--- src/logic/nvm_loader_pkg.sv ---
// constants and types for the reset, initialization and non-volatile loader
package nvm_loader_pkg;

  // register addresses and fields
  localparam logic [15:0] SOFT_RST_ADDR = 16'h001c;
  localparam int SOFT_RST_BIT = 0;
  localparam logic [15:0] HARD_RST_ADDR = 16'h001e;
  localparam int HARD_RST_BIT = 1;
  localparam logic [15:0] BANK_ADDR = 16'h00e2;
  localparam logic [15:0] PROG_ADDR = 16'h00e3;
  localparam logic [15:0] RELOAD_ADDR = 16'h00e4;
  localparam int RELOAD_BIT = 0;
  localparam logic [15:0] READY_ADDR = 16'h00fe;
  localparam logic [15:0] CFG_BASE = 16'h0100;

  // register values
  localparam logic [7:0] PROG_KEY = 8'hc7;
  localparam logic [7:0] READY_VAL = 8'h0f;
  localparam logic [7:0] BUSY_VAL = 8'h00;
  localparam logic [7:0] UNMAPPED_VAL = 8'h00;

  // configuration store: one factory bank plus two programmable banks
  localparam int CFG_N = 4;
  localparam int NVM_BANKS = 3;
  localparam logic [1:0] PROG_LIMIT = 2'h2;
  localparam logic [1:0] LAST_IDX = 2'h3;
  localparam logic [31:0] CFG_DEFAULT = 32'h0000_0000;
  localparam logic [5:0] BANK_IND0 = 6'h03;
  localparam logic [5:0] BANK_IND1 = 6'h0f;
  localparam logic [5:0] BANK_IND2 = 6'h3f;

  // timing
  localparam int CLK_PERIOD_NS = 25;
  localparam int NVM_BYTE_PROG_NS = 1000;
  localparam int SOFT_RST_NS = 100;
  localparam int PROG_BYTE_CYC = (NVM_BYTE_PROG_NS + CLK_PERIOD_NS - 1) / CLK_PERIOD_NS;
  localparam int SOFT_RST_CYC = (SOFT_RST_NS + CLK_PERIOD_NS - 1) / CLK_PERIOD_NS;

  typedef enum logic [2:0] {ST_INIT, ST_RUN, ST_PROG, ST_LOAD, ST_SOFT} state_e;

endpackage : nvm_loader_pkg

--- src/logic/reset_init_nvm_loader.sv ---
// power-up initialization, hard and soft reset, and in-circuit programming of the configuration store
// Notes on behaviour
// - after power-up, load register defaults from the nonvolatile store before normal operation
// - output clocks stay inactive until initialization has finished
// - serial port takes transactions only after initialization; host waits for that
// - hard reset acts like power-up: reload from store, serial port reinitialized
// - hard reset starts from the reset pin or the hard reset control bit
// - soft reset bit applies settings without reloading from the store
// - store takes two programming cycles only; the old configuration becomes unreachable
// - writing 0xC7 to the program command register stores current configuration
// - eight-bit ready register tells whether the serial port accepts commands
// - writing one to the reload bit reloads registers from the stored contents
// - six-bit read-only field names the active bank of the store
`timescale 1ns/1ps
`default_nettype none

module reset_init_nvm_loader (
  // clock, power-on reset, clock enable
  input wire logic SYS_CLK,
  input wire logic RST_N,
  input wire logic CLK_EN,
  // hard reset pin
  input wire logic RESET_PIN_N,
  // register access from the serial port decoder
  input wire logic [15:0] REG_ADDR,
  input wire logic REG_WR,
  input wire logic REG_RD,
  input wire logic [7:0] REG_WDATA,
  output logic [7:0] REG_RDATA,
  output logic REG_RVALID,
  // clock path control, serial ready flag and configuration
  output logic CLK_OUT_EN,
  output logic SOFT_RST_OUT,
  output logic SERIAL_READY,
  output logic [31:0] CFG_OUT
);

  nvm_loader_pkg::state_e st_q, st_d;
  logic [1:0] idx_q, idx_d;
  logic [5:0] wait_q, wait_d;
  logic [1:0] bank_q, bank_d;
  logic [nvm_loader_pkg::CFG_N-1:0][7:0] cfg_q, cfg_d;
  logic [nvm_loader_pkg::NVM_BANKS-1:0][nvm_loader_pkg::CFG_N-1:0][7:0] nvm_q, nvm_d;
  logic [7:0] rdata_q, rdata_d;
  logic rvalid_q, rvalid_d;
  logic oen_q, oen_d;
  logic soft_q, soft_d;
  logic ready_q, ready_d;
  logic hard;
  logic wr_ok;
  logic in_cfg;
  logic [15:0] cfg_off;
  logic [5:0] bank_ind;

  // bank codes are arbitrary, chosen only to be distinct
  always_comb begin
    case (bank_q)
      2'h0: bank_ind = nvm_loader_pkg::BANK_IND0;
      2'h1: bank_ind = nvm_loader_pkg::BANK_IND1;
      default: bank_ind = nvm_loader_pkg::BANK_IND2;
    endcase
  end

  assign cfg_off = REG_ADDR - nvm_loader_pkg::CFG_BASE;
  assign in_cfg = (REG_ADDR >= nvm_loader_pkg::CFG_BASE) &&
                  (cfg_off < 16'(nvm_loader_pkg::CFG_N));
  // writes only land while the port reports ready
  assign wr_ok = REG_WR && ready_q;

  always_comb begin
    st_d = st_q;
    idx_d = idx_q;
    wait_d = wait_q;
    bank_d = bank_q;
    cfg_d = cfg_q;
    nvm_d = nvm_q;
    rdata_d = rdata_q;
    rvalid_d = 1'b0;
    hard = !RESET_PIN_N;

    // reads: nothing answers during initialization; while busy every address answers, all with 0x00
    if (REG_RD && (st_q != nvm_loader_pkg::ST_INIT)) begin
      rvalid_d = 1'b1;
      if (REG_ADDR == nvm_loader_pkg::READY_ADDR) begin
        rdata_d = ready_q ? nvm_loader_pkg::READY_VAL : nvm_loader_pkg::BUSY_VAL;
      end else if (!ready_q) begin
        rdata_d = nvm_loader_pkg::BUSY_VAL;
      end else if (REG_ADDR == nvm_loader_pkg::BANK_ADDR) begin
        rdata_d = {2'h0, bank_ind};
      end else if (in_cfg) begin
        rdata_d = cfg_q[cfg_off[1:0]];
      end else begin
        rdata_d = nvm_loader_pkg::UNMAPPED_VAL;
      end
    end

    case (st_q)
      nvm_loader_pkg::ST_INIT, nvm_loader_pkg::ST_LOAD: begin
        // one byte per cycle out of the active bank
        cfg_d[idx_q] = nvm_q[bank_q][idx_q];
        if (idx_q == nvm_loader_pkg::LAST_IDX) begin
          idx_d = 2'h0;
          st_d = nvm_loader_pkg::ST_RUN;
        end else begin
          idx_d = idx_q + 2'h1;
        end
      end
      nvm_loader_pkg::ST_PROG: begin
        if (wait_q == 6'h00) begin
          nvm_d[2'(bank_q + 2'h1)][idx_q] = cfg_q[idx_q];
          if (idx_q == nvm_loader_pkg::LAST_IDX) begin
            // switching banks leaves the previous image unreachable
            bank_d = bank_q + 2'h1;
            idx_d = 2'h0;
            st_d = nvm_loader_pkg::ST_RUN;
          end else begin
            idx_d = idx_q + 2'h1;
            wait_d = 6'(nvm_loader_pkg::PROG_BYTE_CYC - 1);
          end
        end else begin
          wait_d = wait_q - 6'h01;
        end
      end
      nvm_loader_pkg::ST_SOFT: begin
        if (wait_q == 6'h00) begin
          st_d = nvm_loader_pkg::ST_RUN;
        end else begin
          wait_d = wait_q - 6'h01;
        end
      end
      default: begin
        if (wr_ok) begin
          if (REG_ADDR == nvm_loader_pkg::HARD_RST_ADDR) begin
            hard = REG_WDATA[nvm_loader_pkg::HARD_RST_BIT] || !RESET_PIN_N;
          end else if (REG_ADDR == nvm_loader_pkg::SOFT_RST_ADDR) begin
            if (REG_WDATA[nvm_loader_pkg::SOFT_RST_BIT]) begin
              // configuration is left as it is; only the datapath is pulsed
              st_d = nvm_loader_pkg::ST_SOFT;
              wait_d = 6'(nvm_loader_pkg::SOFT_RST_CYC - 1);
            end
          end else if (REG_ADDR == nvm_loader_pkg::PROG_ADDR) begin
            // a used-up store silently ignores further program commands
            if (REG_WDATA == nvm_loader_pkg::PROG_KEY && bank_q < nvm_loader_pkg::PROG_LIMIT) begin
              st_d = nvm_loader_pkg::ST_PROG;
              idx_d = 2'h0;
              wait_d = 6'(nvm_loader_pkg::PROG_BYTE_CYC - 1);
            end
          end else if (REG_ADDR == nvm_loader_pkg::RELOAD_ADDR) begin
            if (REG_WDATA[nvm_loader_pkg::RELOAD_BIT]) begin
              st_d = nvm_loader_pkg::ST_LOAD;
              idx_d = 2'h0;
            end
          end else if (in_cfg) begin
            cfg_d[cfg_off[1:0]] = REG_WDATA;
          end
        end
      end
    endcase

    // hard reset throws away any transfer in flight, the store itself survives
    if (hard) begin
      st_d = nvm_loader_pkg::ST_INIT;
      idx_d = 2'h0;
      wait_d = 6'h00;
      cfg_d = '0;
      nvm_d = nvm_q;
      bank_d = bank_q;
      rdata_d = 8'h00;
      rvalid_d = 1'b0;
    end

    oen_d = (st_d != nvm_loader_pkg::ST_INIT);
    soft_d = (st_d == nvm_loader_pkg::ST_SOFT);
    // ready drops during soft reset too: a write taken there would be lost while the datapath restarts
    ready_d = (st_d == nvm_loader_pkg::ST_RUN);
  end

  always_ff @(posedge SYS_CLK) begin
    if (!RST_N) begin
      st_q <= nvm_loader_pkg::ST_INIT;
      idx_q <= 2'h0;
      wait_q <= 6'h00;
      bank_q <= 2'h0;
      cfg_q <= '0;
      nvm_q <= {64'h0, nvm_loader_pkg::CFG_DEFAULT};
      rdata_q <= 8'h00;
      rvalid_q <= 1'b0;
      oen_q <= 1'b0;
      soft_q <= 1'b0;
      ready_q <= 1'b0;
    end else if (CLK_EN) begin
      st_q <= st_d;
      idx_q <= idx_d;
      wait_q <= wait_d;
      bank_q <= bank_d;
      cfg_q <= cfg_d;
      nvm_q <= nvm_d;
      rdata_q <= rdata_d;
      rvalid_q <= rvalid_d;
      oen_q <= oen_d;
      soft_q <= soft_d;
      ready_q <= ready_d;
    end
  end

  assign REG_RDATA = rdata_q;
  assign REG_RVALID = rvalid_q;
  assign CLK_OUT_EN = oen_q;
  assign SOFT_RST_OUT = soft_q;
  assign SERIAL_READY = ready_q;
  assign CFG_OUT = cfg_q;
endmodule : reset_init_nvm_loader

`default_nettype wire

--- config.mk ---
export PLATFORM = sky130hd
export DESIGN_NAME = reset_init_nvm_loader
export DESIGN_NICKNAME = d
export VERILOG_FILES = /design/src/logic/nvm_loader_pkg.sv /design/src/logic/reset_init_nvm_loader.sv
export SDC_FILE = /design/constraint.sdc
export NUM_CORES = 1
export LEC_CHECK = 0
export BUFFER_PORTS_ARGS = -buffer_cell sky130_fd_sc_hd__buf_2
export CORE_AREA = 2 2 110 191
export CTS_CLUSTER_SIZE = 30
export DETAILED_ROUTE_END_ITERATION = 8
export DIE_AREA = 0 0 112 193
export SETUP_SLACK_MARGIN = 0.1
export SYNTH_ARGS = -nofsm -noshare
export SYNTH_HDL_FRONTEND = slang
export SYNTH_SLANG_ARGS = --single-unit
export TNS_END_PERCENT = 10
--- constraint.sdc ---
create_clock -name SYS_CLK -period 3.3 [get_ports SYS_CLK]
set_clock_uncertainty 0.15 [all_clocks]
set_input_delay 0.33 -clock SYS_CLK [delete_from_list [all_inputs] [get_ports SYS_CLK]]
set_output_delay 0.33 -clock SYS_CLK [all_outputs]
set_load 0.005 [all_outputs]
* Word-level counts from Yosys, hierarchy flattened
Index checks and enable logic that the tools add are counted.
Word-level totals: input port bits 30, register bits 153, output and inout port bits 44, logic and storage cells 174
Operators by class: magnitude comparators 10, $add $sub $neg 4, eq/ne operators 29, bitwise gates (word level) 1, reductions and logical operators 32, multiplexer cells 73
Operators with widths (count):
- 2-to-1 mux 32 bit | 9
- bitwise mux 96 bit | 1
- 2-to-1 mux 8 bit | 11
- binary-select mux 32 bit (select 2 bit) | 1
- bitwise mux 32 bit | 2
- demux 32 bit (select 2 bit) | 1
- == test 16 x 8 -> 1 bit, second input constant | 4
- case mux 32 bit (2 select lines) | 1
- 2-to-1 mux 6 bit | 10
- binary-select mux 8 bit (select 2 bit) | 3
- 2-to-1 mux 3 bit | 12
- demux 8 bit (select 2 bit) | 2
- == test 16 x 5 -> 1 bit, second input constant | 2
- 2-to-1 mux 2 bit | 10
- nonzero test 5 bit | 4
- case mux 6 bit (3 select lines) | 1
- AND reduction 9 bit | 2
- greater-or-equal comparator 16 x 9 -> 1 bit, second input constant | 1
- < comparator 16 x 3 -> 1 bit, second input constant | 1
- subtractor 16 x 9 -> 16 bit, second input constant | 1
- < comparator 2 x 3 -> 1 bit, second input constant | 4
- != test 3 x 2 -> 1 bit, second input constant | 4
- != test 4 x 2 -> 1 bit, second input constant | 3
- case mux 6 bit (2 select lines) | 1
- other kinds (36) | 58

* Logic depth before layout (Yosys ltp)
Gate-level depths: netlist (run 1).
depth in word-level cells 14, mapped depth 9, mapped depth without buffers 8

* Worst setup path after synthesis (run 1)
OpenSTA, ideal clock, no wires.
path type register -> register, from register idx_q[0], to register cfg_q, in the netlist CFG_OUT[22], cell stages (with the launch flop) 9, setup time 58 ps, data arrival time 2944 ps, clock period less this slack 3152 ps, path slack 148 ps, data required time 3092 ps, path buffers 2, cell sequence dfxtp_1 clkbuf_1 clkbuf_1 clkinv_1 ha_1 nand2_1 o21ai_0 a211oi_1 a22o_2
Between the ends: cells in the longest elaborated chain, start to end 7, elaborated cells on any way between the ends 10, classes of those cells order compare (2); mux (7); reduce/logical (1)
RTL lines:
- start: declaration | RTL line reset_init_nvm_loader.sv:39 | logic [1:0] idx_q, idx_d;
- start signal: assignment | RTL line reset_init_nvm_loader.sv:193 | idx_q <= idx_d;
- < comparator 2 x 3 -> 1 bit (implied by the code) / greater-or-equal comparator 2 x 1 -> 1 bit (equally long branches) | RTL line reset_init_nvm_loader.sv:100 | cfg_d[idx_q] = nvm_q[bank_q][idx_q];
- logical AND 1 bit (implied by the code) | RTL line reset_init_nvm_loader.sv:100
- 2-to-1 mux 8 bit (implied by the code) | RTL line reset_init_nvm_loader.sv:100
- demux 8 bit (select 2 bit) | RTL line reset_init_nvm_loader.sv:100
- bitwise mux 32 bit * | RTL line reset_init_nvm_loader.sv:100
- case mux 32 bit (2 select lines) * | RTL line reset_init_nvm_loader.sv:97 | case (st_q)
- 2-to-1 mux 32 bit * | RTL line reset_init_nvm_loader.sv:161 | if (hard) begin
- end signal: assignment | RTL line reset_init_nvm_loader.sv:196 | cfg_q <= cfg_d;
- end: declaration | RTL line reset_init_nvm_loader.sv:42 | logic [nvm_loader_pkg::CFG_N-1:0][7:0] cfg_q, cfg_d;
Every way passes the cells marked *; elsewhere a longest branch is shown, timed or not. The select of a mux whose other input is x is not followed. A chain may end at the register's enable or synchronous reset.

* Worst setup path in the final report (run 1)
Same ends and word-level chain as after synthesis.

==> metrics.txt, run 1 <==
Setup Fix Bufs, Post-CTS 0; Final Hold Viols 0; Port Buffers 73; RD Place Congestion ~0.9; Cell variety after synth 63; Post-CTS Hold Buffers 0; fraction of registers with async set/reset 0; worst skew pair latency ~0.43 ns; worst slew margin relative to its limit 0.263; total track usage 0.215; endpoints failing setup 0; DRC violations left 0; synthesized cell area just over 0.008 mm²; CP startpoint kind register; Post-Synthesis Cells between 800 and 900; Layout Nets around 940; pwr dens about 440 mW/mm²; Resized Gates After CTS 0; Ys Warns 0; final WL 23.2 mm; worst vdd ir a little under 0.4 mV; clk buf depth 2; critical-path cell list clkinv_1, ha_1, nand2_1, o21ai_0, a211oi_1, a22o_2; Std-Cell Rows just under 70; Crit Path Max Fanout 10; pin count of the biggest net entering global routing ~120; chip height between 150 and 200 µm; Area growth syn-to-layout 16.7%; DP Cell Count 1132; I/O pin cnt 74; Tcrit/Tclk final 0.913; highest routed layer met4; dpl hpwl 16.8 mm; post-route cell area 0.00944 mm²; Post-DP Area just under 0.009 mm²; met3 wire length 842 µm; Final min period between 3 and 4 ns; Syn Area/Cell approximately 9.6 µm²; WL per Instance between 15 and 20 µm; TritonCTS buffer count 17; syn nets 882; most frequent cells in the layout dfxtp_1 (152), mux2i_1 (124), nor2_1 (120), nand2_1 (92), buf_2 (73); H-tree depth 4; vias per cell between 5 and 6; vias in the first global route between 6000 and 7000; critical path class register to register; wl on met1 slightly below 9 mm; share of cells above drive strength 1 0.236; Worst-Margin Slew between 1 and 1.5 ns; sequential element share of the synthesized area 0.379; Hold/Removal Path Class input pin to register; MaxCap Viol Count 0; Synth Flop Type dfxtp_1; Crit. End Element register; Final Non-Filler Cells between 1000 and 1500; Vias 6802; antenna violations before repair 0; commonest non-fill, non-tap cell in the layout dfxtp_1; unrepaired setup endpoints after global routing false; CP Buf/Inv Count 1; Data arrival, critical path 3.24 ns; area of the multi-input gates roughly 0.0047 mm²; first-pass GRT wire length about 36 mm; Pins Over Slew Limit 0; Core Box Area around 0.020 mm²; Die W about 110 µm; setup TNS 0 ns; worst endpoint required time approximately 3.5 ns; n_diodes 0; Critical-path top delay cell a211oi_1; hold slack between 0.1 and 0.15 ns; Pleak 4.23 nW; post-synthesis register bit count approximately 150; Top Family by Delay on Critical Path compound AO/OA/AOI/OAI gates; Util after Layout 0.467; outcome finished, final reports clean; GRT overflow 0; ANT nets after route 0; number of synthesized flops with an enable pin 0; Root Buffer clkbuf_16; initial core utilization 0.400; initial drt markers 420; Achievable Freq roughly 330 MHz; area taken by flip-flops and latches a little over 0.003 mm²; CTS tree yes; CP max stage delay between 0.9 and 1 ns; Sink Count between 150 and 200; die area between 0.02 and 0.025 mm²; Clk pin slew, worst setup/hold paths approximately 0.070 ns; metal2 WL between 10 and 15 mm; Fill cells approximately 2000; DR pass1 iterations 5
==> worst paths after layout <==
check / startpoint / to / slack, ns / cells after the start
min reg2reg: REG_RDATA[5] / REG_RDATA[5] / 0.30 / 2
max: idx_q[0] / CFG_OUT[22] / 0.29 / 6
max reg2reg: idx_q[0] / CFG_OUT[22] / 0.29 / 6
min: REG_WDATA[0] / CFG_OUT[16] / 0.10 / 4
==> kinds of logic (layout without fill, tap and decap cells) <==
logic type | Yosys count | after routing | synth area share
buffers and inverters | 75 | 149 | 0.0351
xor gates and xnor gates | 3 | 3 | 0.00325
adders and majority gates | 10 | 10 | 0.0155
and+or+nand+nor | 300 | 300 | 0.177
DFF | 153 | 153 | 0.379
muxes | 165 | 165 | 0.266
AOI/OAI and AO/OA | 136 | 136 | 0.124
==> worst reg2reg max path, cell delays in order, from the launching register on <==
cell and delay [ns]:
dfxtp_1 0.33, clkinv_1 0.31, ha_1 0.43, nand2_1 0.30, o21ai_0 0.21, a211oi_1 0.95, a22o_2 0.28
==> cells in the mapped netlist (3+ instances only) <==
cell | instances | share of area
nand4_1 | 9 | 0.0070
nand2_1 | 92 | 0.043
nand2b_1 | 7 | 0.0054
a31o_2 | 8 | 0.0087
buf_1 | 5 | 0.0023
and2_1 | 3 | 0.0023
mux2i_1 | 124 | 0.15
nand4b_1 | 3 | 0.0033
o32ai_1 | 24 | 0.026
clkbuf_1 | 51 | 0.024
nor2_1 | 120 | 0.056
o22ai_2 | 3 | 0.0046
nor3_1 | 9 | 0.0056
a21oi_1 | 29 | 0.018
or4_1 | 8 | 0.0074
a211oi_1 | 3 | 0.0028
o21ai_0 | 19 | 0.012
ha_1 | 10 | 0.015
a22o_1 | 7 | 0.0076
or2_2 | 8 | 0.0062
o31ai_1 | 3 | 0.0028
mux4_2 | 40 | 0.11
or3_1 | 3 | 0.0023
and3_1 | 4 | 0.0031
nand3_1 | 8 | 0.0050
dfxtp_1 | 153 | 0.38
a31oi_1 | 9 | 0.0070
nor2b_1 | 3 | 0.0023
nand4_2 | 9 | 0.014
clkinv_1 | 4 | 0.0019
inv_1 | 13 | 0.0060
a21o_1 | 3 | 0.0028
nor4_1 | 5 | 0.0039
==> per-stage QoR <==
stage	worst slack (ns)	power [W]
final	0.287	0.00417
after floorplan	0.148	0.00203
after CTS	0.301	0.00420
after global placement	0.0714	0.00211
after global routing	0.124	0.00429
after detailed placement	0.0404	0.00211
==> sequential cells by signal, indices dropped and copies added, names as in the netlist <==
signal,count
SERIAL_READY,1
REG_RDATA,8
idx_q,2
bank_q,2
REG_RVALID,1
wait_q,6
CFG_OUT,32
SOFT_RST_OUT,1
nvm_q,96
CLK_OUT_EN,1
st_q,3
==> per-layer routing <==
| metal | vias to the layer above | global-route usage |
|---|---|---|
| met5 | - | 0 |
| met4 | 0 | 0.110 |
| met3 | 54 | 0.0275 |
| met2 | 185 | 0.411 |
| met1 | 3341 | 0.230 |
| li1 | 3222 | - |
==> layout make-up <==
type                    instances  area share
clock buffers                  18      0.0465
clock inverters                14      0.0198
inverters                      17     0.00689
multi-input cells             614       0.503
flip-flops and latches        153       0.325
well taps                     248      0.0329
repair buffers                100      0.0668
==> report_power, final <==
group	switching, W	internal [W]	leakage, nW	total (W)
clock	0.000861	0.00124	0.311	0.00210
sequential	0.00000443	0.00185	1.23	0.00185
combinational	0.000149	0.0000682	2.68	0.000217
Note: power is estimated with default switching activity, not from simulation.
==> run 2, diff against run 1 <==
clock period = 3.4 ns   (was 3.3 ns; I/O delays follow)
==> metrics.txt, run 2 (synthesis gave the netlist of run 1 again) <==
endpoints failing setup 0 (unchanged); pwr dens 421 mW/mm² (was 441 mW/mm²); CTS tree yes (unchanged); Port Buffers 73 (unchanged); share of cells above drive strength 1 0.231 (was 0.236); Std-Cell Rows 69 (unchanged); ANT nets after route 0 (unchanged); Data arrival, critical path 3.08 ns (was 3.24 ns); Final Hold Viols 0 (unchanged); dpl hpwl 16.8 mm (about the same); RD Place Congestion 0.868 (was 0.876); Reg with most FFs nvm_q (unchanged); CP max stage delay 0.66 ns (was 0.95 ns); Sink Count 153 (unchanged); worst endpoint required time 3.56 ns (was 3.53 ns); TritonCTS buffer count 17 (unchanged); n_diodes 0 (unchanged); Layout Nets 941 (was 943); Die W 112 µm (unchanged); Root Buffer clkbuf_16 (unchanged); Clk pin slew, worst setup/hold paths 0.07 ns (about the same); WL per Instance 20.1 µm (was 19.9 µm); Crit Path Max Fanout 16 (was 10); GRT overflow 0 (unchanged); Core Box Area 0.0202 mm² (unchanged); Comb pwr share 0.053 (was 0.052); vias in the first global route 6643 (was 6631); Pleak 4.16 nW (was 4.23 nW); Fill cells 1966 (was 1971); Area growth syn-to-layout 15.3% (was 16.7%); worst slew margin relative to its limit 0.361 (was 0.263); final WL 23.3 mm (was 23.2 mm); DR pass1 iterations 5 (unchanged); Worst-Margin Slew 0.952 ns (was 1.10 ns); total power 0.00392 W (was 0.00417 W); Int Pwr 0.00297 W (was 0.00315 W); outcome finished, final reports clean (unchanged); Hold/Removal Path Class input pin to register (unchanged); clock share of power 0.488 (was 0.503); Crit. End Element register (unchanged); total track usage 0.215 (about the same); vias per cell 5.81 (was 5.84); Critical-path top delay cell dfxtp_1 (was a211oi_1); MaxCap Viol Count 0 (unchanged); Achievable Freq 342 MHz (was 332 MHz); area of the multi-input gates 0.00474 mm² (unchanged); area taken by flip-flops and latches 0.00306 mm² (unchanged); H-tree depth 4 (unchanged); CP startpoint kind register (unchanged); switching power 0.000948 W (was 0.00101 W); worst vdd ir 0.375 mV (was 0.390 mV); clk buf depth 2 (unchanged); first-pass GRT wire length 36.4 mm (was 36.2 mm); Post-CTS Hold Buffers 0 (unchanged); Vias 6757 (was 6802); antenna violations before repair 0 (unchanged); DRC violations left 0 (unchanged); sequential share of power 0.459 (was 0.445); initial drt markers 490 (was 420); die area 0.0216 mm² (unchanged); Resized Gates After CTS 0 (unchanged); Setup Fix Bufs, Post-CTS 0 (unchanged); Largest register FFs 96 (unchanged); Tcrit/Tclk final 0.859 (was 0.913); worst skew pair latency 0.43 ns (about the same); pin count of the biggest net entering global routing 59 (was 115); critical-path cell list mux2i_1, or4_1, o21a_1, buf_4, and3_1, a41oi_1, a31oi_1 (was clkinv_1, ha_1, nand2_1, o21ai_0, a211oi_1, a22o_2); critical path class register to register (unchanged); initial core utilization 0.400 (unchanged); unrepaired setup endpoints after global routing false (unchanged); setup TNS 0 ns (unchanged); Final min period 2.92 ns (was 3.01 ns); most frequent cells in the layout dfxtp_1 (152), mux2i_1 (124), nor2_1 (120), nand2_1 (92), buf_2 (73) (unchanged); I/O pin cnt 74 (unchanged); Switching Share 0.242 (was 0.243); Pins Over Slew Limit 0 (unchanged); commonest non-fill, non-tap cell in the layout dfxtp_1 (unchanged); chip height 193 µm (unchanged)
## run 2: cell types whose count changed in the layout (fill, tap and decap cells not counted), moves of 2 or more
cell	previous run	this run
clkinvlp_4	0	2
buf_12	5	0
buf_4	22	25
clkbuf_1	0	3
inv_8	3	1
## run 2: routing by layer
layer | global-route usage | routed length, µm | vias up | share of wire
li1 | - | - | 3210 | -
met1 | 0.236 | 9040 | 3300 | 0.39
met2 | 0.412 | 12800 | 198 | 0.55
met3 | 0.0238 | 736 | 49 | 0.032
met4 | 0.0976 | 788 | 0 | 0.034
met5 | 0 | 0 | - | 0
## run 2: final cells by class
type / count / area share
well taps: 248 / 0.0333
inverters: 17 / 0.00698
multi-input cells: 614 / 0.509
clock buffers: 21 / 0.0483
flip-flops and latches: 153 / 0.329
repair buffers: 98 / 0.0593
clock inverters: 11 / 0.0145
## run 2: final timing paths
path         depth (start not counted)           end         start  slack (ns)
max                                  7     wait_q[4]       st_q[0]        0.48
min                                  4   CFG_OUT[16]  REG_WDATA[0]        0.12
max reg2reg                          7     wait_q[4]       st_q[0]        0.48
min reg2reg                          2  REG_RDATA[5]  REG_RDATA[5]        0.30
## run 2: through the flow
stage               utilization  worst slack [ns]  instances  hold WS, ns  cell area, µm²
floorplan                     -             0.248        842        0.298            8090
global placement          0.432             0.135       1130        0.288            8740
detailed placement        0.432            0.0955       1130        0.291            8740
CTS                       0.461             0.519       1162        0.110            9320
global route              0.461             0.323       1162        0.127            9320
finish                    0.461             0.479       1162        0.123            9320
## run 2: power groups by stage
stage,clock network (W),registers (W),logic (W)
floorplan,0,0.00184,0.000130
global placement,0,0.00184,0.000204
detailed placement,0,0.00184,0.000205
CTS,0.00194,0.00180,0.000206
global route,0.00201,0.00180,0.000222
finish,0.00192,0.00180,0.000208
## run 2: critical path: cells and delay by family, from the launching register on
family          cells  cell delay, ns
mux                 1            0.22
compound gates      3            0.74
simple gates        2            0.74
buf+inv             1            0.30
flops               1            0.66
==> run 3, diff against run 2 <==
CELL_PAD_IN_SITES_DETAIL_PLACEMENT = 0   (was default)
CELL_PAD_IN_SITES_GLOBAL_PLACEMENT = 1   (was default)
CORE_AREA = 2 2 103 179   (was 2 2 110 191)
DIE_AREA = 0 0 105 181   (was 0 0 112 193)
PLACE_DENSITY_LB_ADDON = 0.1   (was default)
==> metrics.txt, run 3 (synthesis gave the netlist of run 1 again) <==
share of cells above drive strength 1 0.227 (was 0.231); ANT nets after route 0 (unchanged); dpl hpwl 17.5 mm (was 16.8 mm); initial drt markers 320 (was 490); FF-to-FF End nvm_q[62] (was wait_q[4]); hold-critical path depth 4 (unchanged); hold worst-path end CFG_OUT[16] (unchanged); TritonCTS buffer count 17 (unchanged); Crit Path Max Fanout 8 (was 16); worst skew pair latency 0.44 ns (was 0.43 ns); die area 0.0190 mm² (was 0.0216 mm²); Hold/Removal Path Class input pin to register (unchanged); CP startpoint kind input pin (was register); Util after Layout 0.529 (was 0.461); unrepaired setup endpoints after global routing false (unchanged); DRC violations left 0 (unchanged); endpoints failing setup 0 (unchanged); pin count of the biggest net entering global routing 65 (was 59); critical path class input pin to register (was register to register); WL per Instance 20.8 µm (was 20.1 µm); Port Buffers 73 (unchanged); DR pass1 iterations 4 (was 5); commonest non-fill, non-tap cell in the layout dfxtp_1 (unchanged); Crit. End Element register (unchanged); Fill cells 1701 (was 1966); Clk pin slew, worst setup/hold paths 0.07 ns (about the same); Post-CTS Hold Buffers 0 (unchanged); chip height 181 µm (was 193 µm); Data arrival, critical path 3.20 ns (was 3.08 ns); Worst Min Path Start REG_WDATA[0] (unchanged); PnR worst setup slack 0.387 ns (was 0.479 ns); total track usage 0.256 (was 0.215); worst vdd ir 0.400 mV (was 0.375 mV); Worst-Margin Slew 1.07 ns (was 0.952 ns); Setup Fix Bufs, Post-CTS 0 (unchanged); Reg with most FFs nvm_q (unchanged); DP Cell Count 1107 (was 1130); Area growth syn-to-layout 14.2% (was 15.3%); most frequent cells in the layout dfxtp_1 (152), mux2i_1 (124), nor2_1 (120), nand2_1 (92), buf_2 (73) (unchanged); n_diodes 0 (unchanged); first-pass GRT wire length 37.7 mm (was 36.4 mm); Pleak 4.12 nW (was 4.16 nW); Tcrit/Tclk final 0.886 (was 0.859); FF-to-FF setup slack 0.44 ns (was 0.48 ns); worst endpoint required time 3.59 ns (was 3.56 ns); Core Box Area 0.0175 mm² (was 0.0202 mm²); I/O pin cnt 74 (unchanged); Final Hold Viols 0 (unchanged); Pins Over Slew Limit 0 (unchanged); total power 0.00382 W (was 0.00392 W); vias in the first global route 6945 (was 6643); CTS tree yes (unchanged); Achievable Freq 332 MHz (was 342 MHz); final WL 23.6 mm (was 23.3 mm); Layout Nets 935 (was 941); antenna violations before repair 0 (unchanged); Resized Gates After CTS 0 (unchanged); Sink Count 153 (unchanged); vias per cell 6.01 (was 5.81); MaxCap Viol Count 0 (unchanged); Std-Cell Rows 64 (was 69); clk buf depth 2 (unchanged); H-tree depth 4 (unchanged); initial core utilization 0.463 (was 0.400); outcome finished, final reports clean (unchanged); R2R Path Start st_q[1] (was st_q[0]); worst r2r path cells 6 (was 7); Largest register FFs 96 (unchanged); Final min period 3.01 ns (was 2.92 ns); Final Non-Filler Cells 1139 (was 1162); Die W 105 µm (was 112 µm); Root Buffer clkbuf_16 (unchanged); area taken by flip-flops and latches 0.00306 mm² (unchanged); Vias 6847 (was 6757); pwr dens 414 mW/mm² (was 421 mW/mm²); RD Place Congestion 0.921 (was 0.868); area of the multi-input gates 0.00474 mm² (unchanged); worst slack, placed -0.0217 ns (was 0.0955 ns); worst slew margin relative to its limit 0.280 (was 0.361); GRT overflow 0 (unchanged)
[run 3: changes by cell type in the layout (fill, tap and decap cells not counted), sizes merged]
cell | previous run | this run
buf | 98 | 92
clkinv | 6 | 8
bufinv | 2 | 1
clkbuf | 21 | 20
clkinvlp | 2 | 3
inv | 18 | 17
[run 3: through the flow]
stage          cell area (µm²)  TNS (ns)  hold WS, ns
3_3_place_gp              8670         0        0.287
2_1_floorplan             8090         0        0.298
3_5_place_dp              8670   -0.0250        0.301
6_report                  9230         0       0.0979
5_1_grt                   9230         0        0.110
4_1_cts                   9230         0       0.0832
[run 3: routing by layer]
layer  vias to the layer above  global-route usage  share of wire
li1                       3210                   -              -
met1                      3388               0.282           0.38
met2                       199               0.469           0.54
met3                        50              0.0455          0.042
met4                         0               0.118          0.036
met5                         -                   0              0
[run 3: layout make-up]
class,instances,share of cell area
Sequential cell,153,0.332
Timing Repair Buffer,92,0.0550
Clock inverter,12,0.0125
Clock buffer,20,0.0484
Inverter,17,0.00705
Multi-Input combinational cell,614,0.514
Tap cell,231,0.0313
[run 3: worst max path at each step]
| stage | from | endpoint | slack (ns) | cells after the start |
|---|---|---|---|---|
| 6_report | REG_ADDR[9] | CFG_OUT[22] | 0.39 | 7 |
| 3_3_place_gp | REG_ADDR[9] | CFG_OUT[22] | 0.05 | 7 |
| 3_5_place_dp | REG_ADDR[9] | CFG_OUT[22] | -0.02 | 7 |
| 2_1_floorplan | idx_q[0] | CFG_OUT[22] | 0.25 | 8 |
| 5_1_grt | st_q[1] | nvm_q[52] | 0.28 | 6 |
| 4_1_cts | st_q[1] | nvm_q[10] | 0.41 | 6 |
[run 3: critical path, stage by stage]
cell      delay (ns)
buf_2           0.11
or4_1           0.67
or4_4           0.60
or3_4           0.42
a221oi_4        0.40
a211oi_1        0.31
a22o_2          0.34
[run 3: power breakdown]
group	leakage [nW]	internal, W	total (W)	switching, W
registers	1.23	0.00179	0.00180	0.00000402
clock network	0.268	0.00103	0.00182	0.000789
logic	2.62	0.0000608	0.000201	0.000140
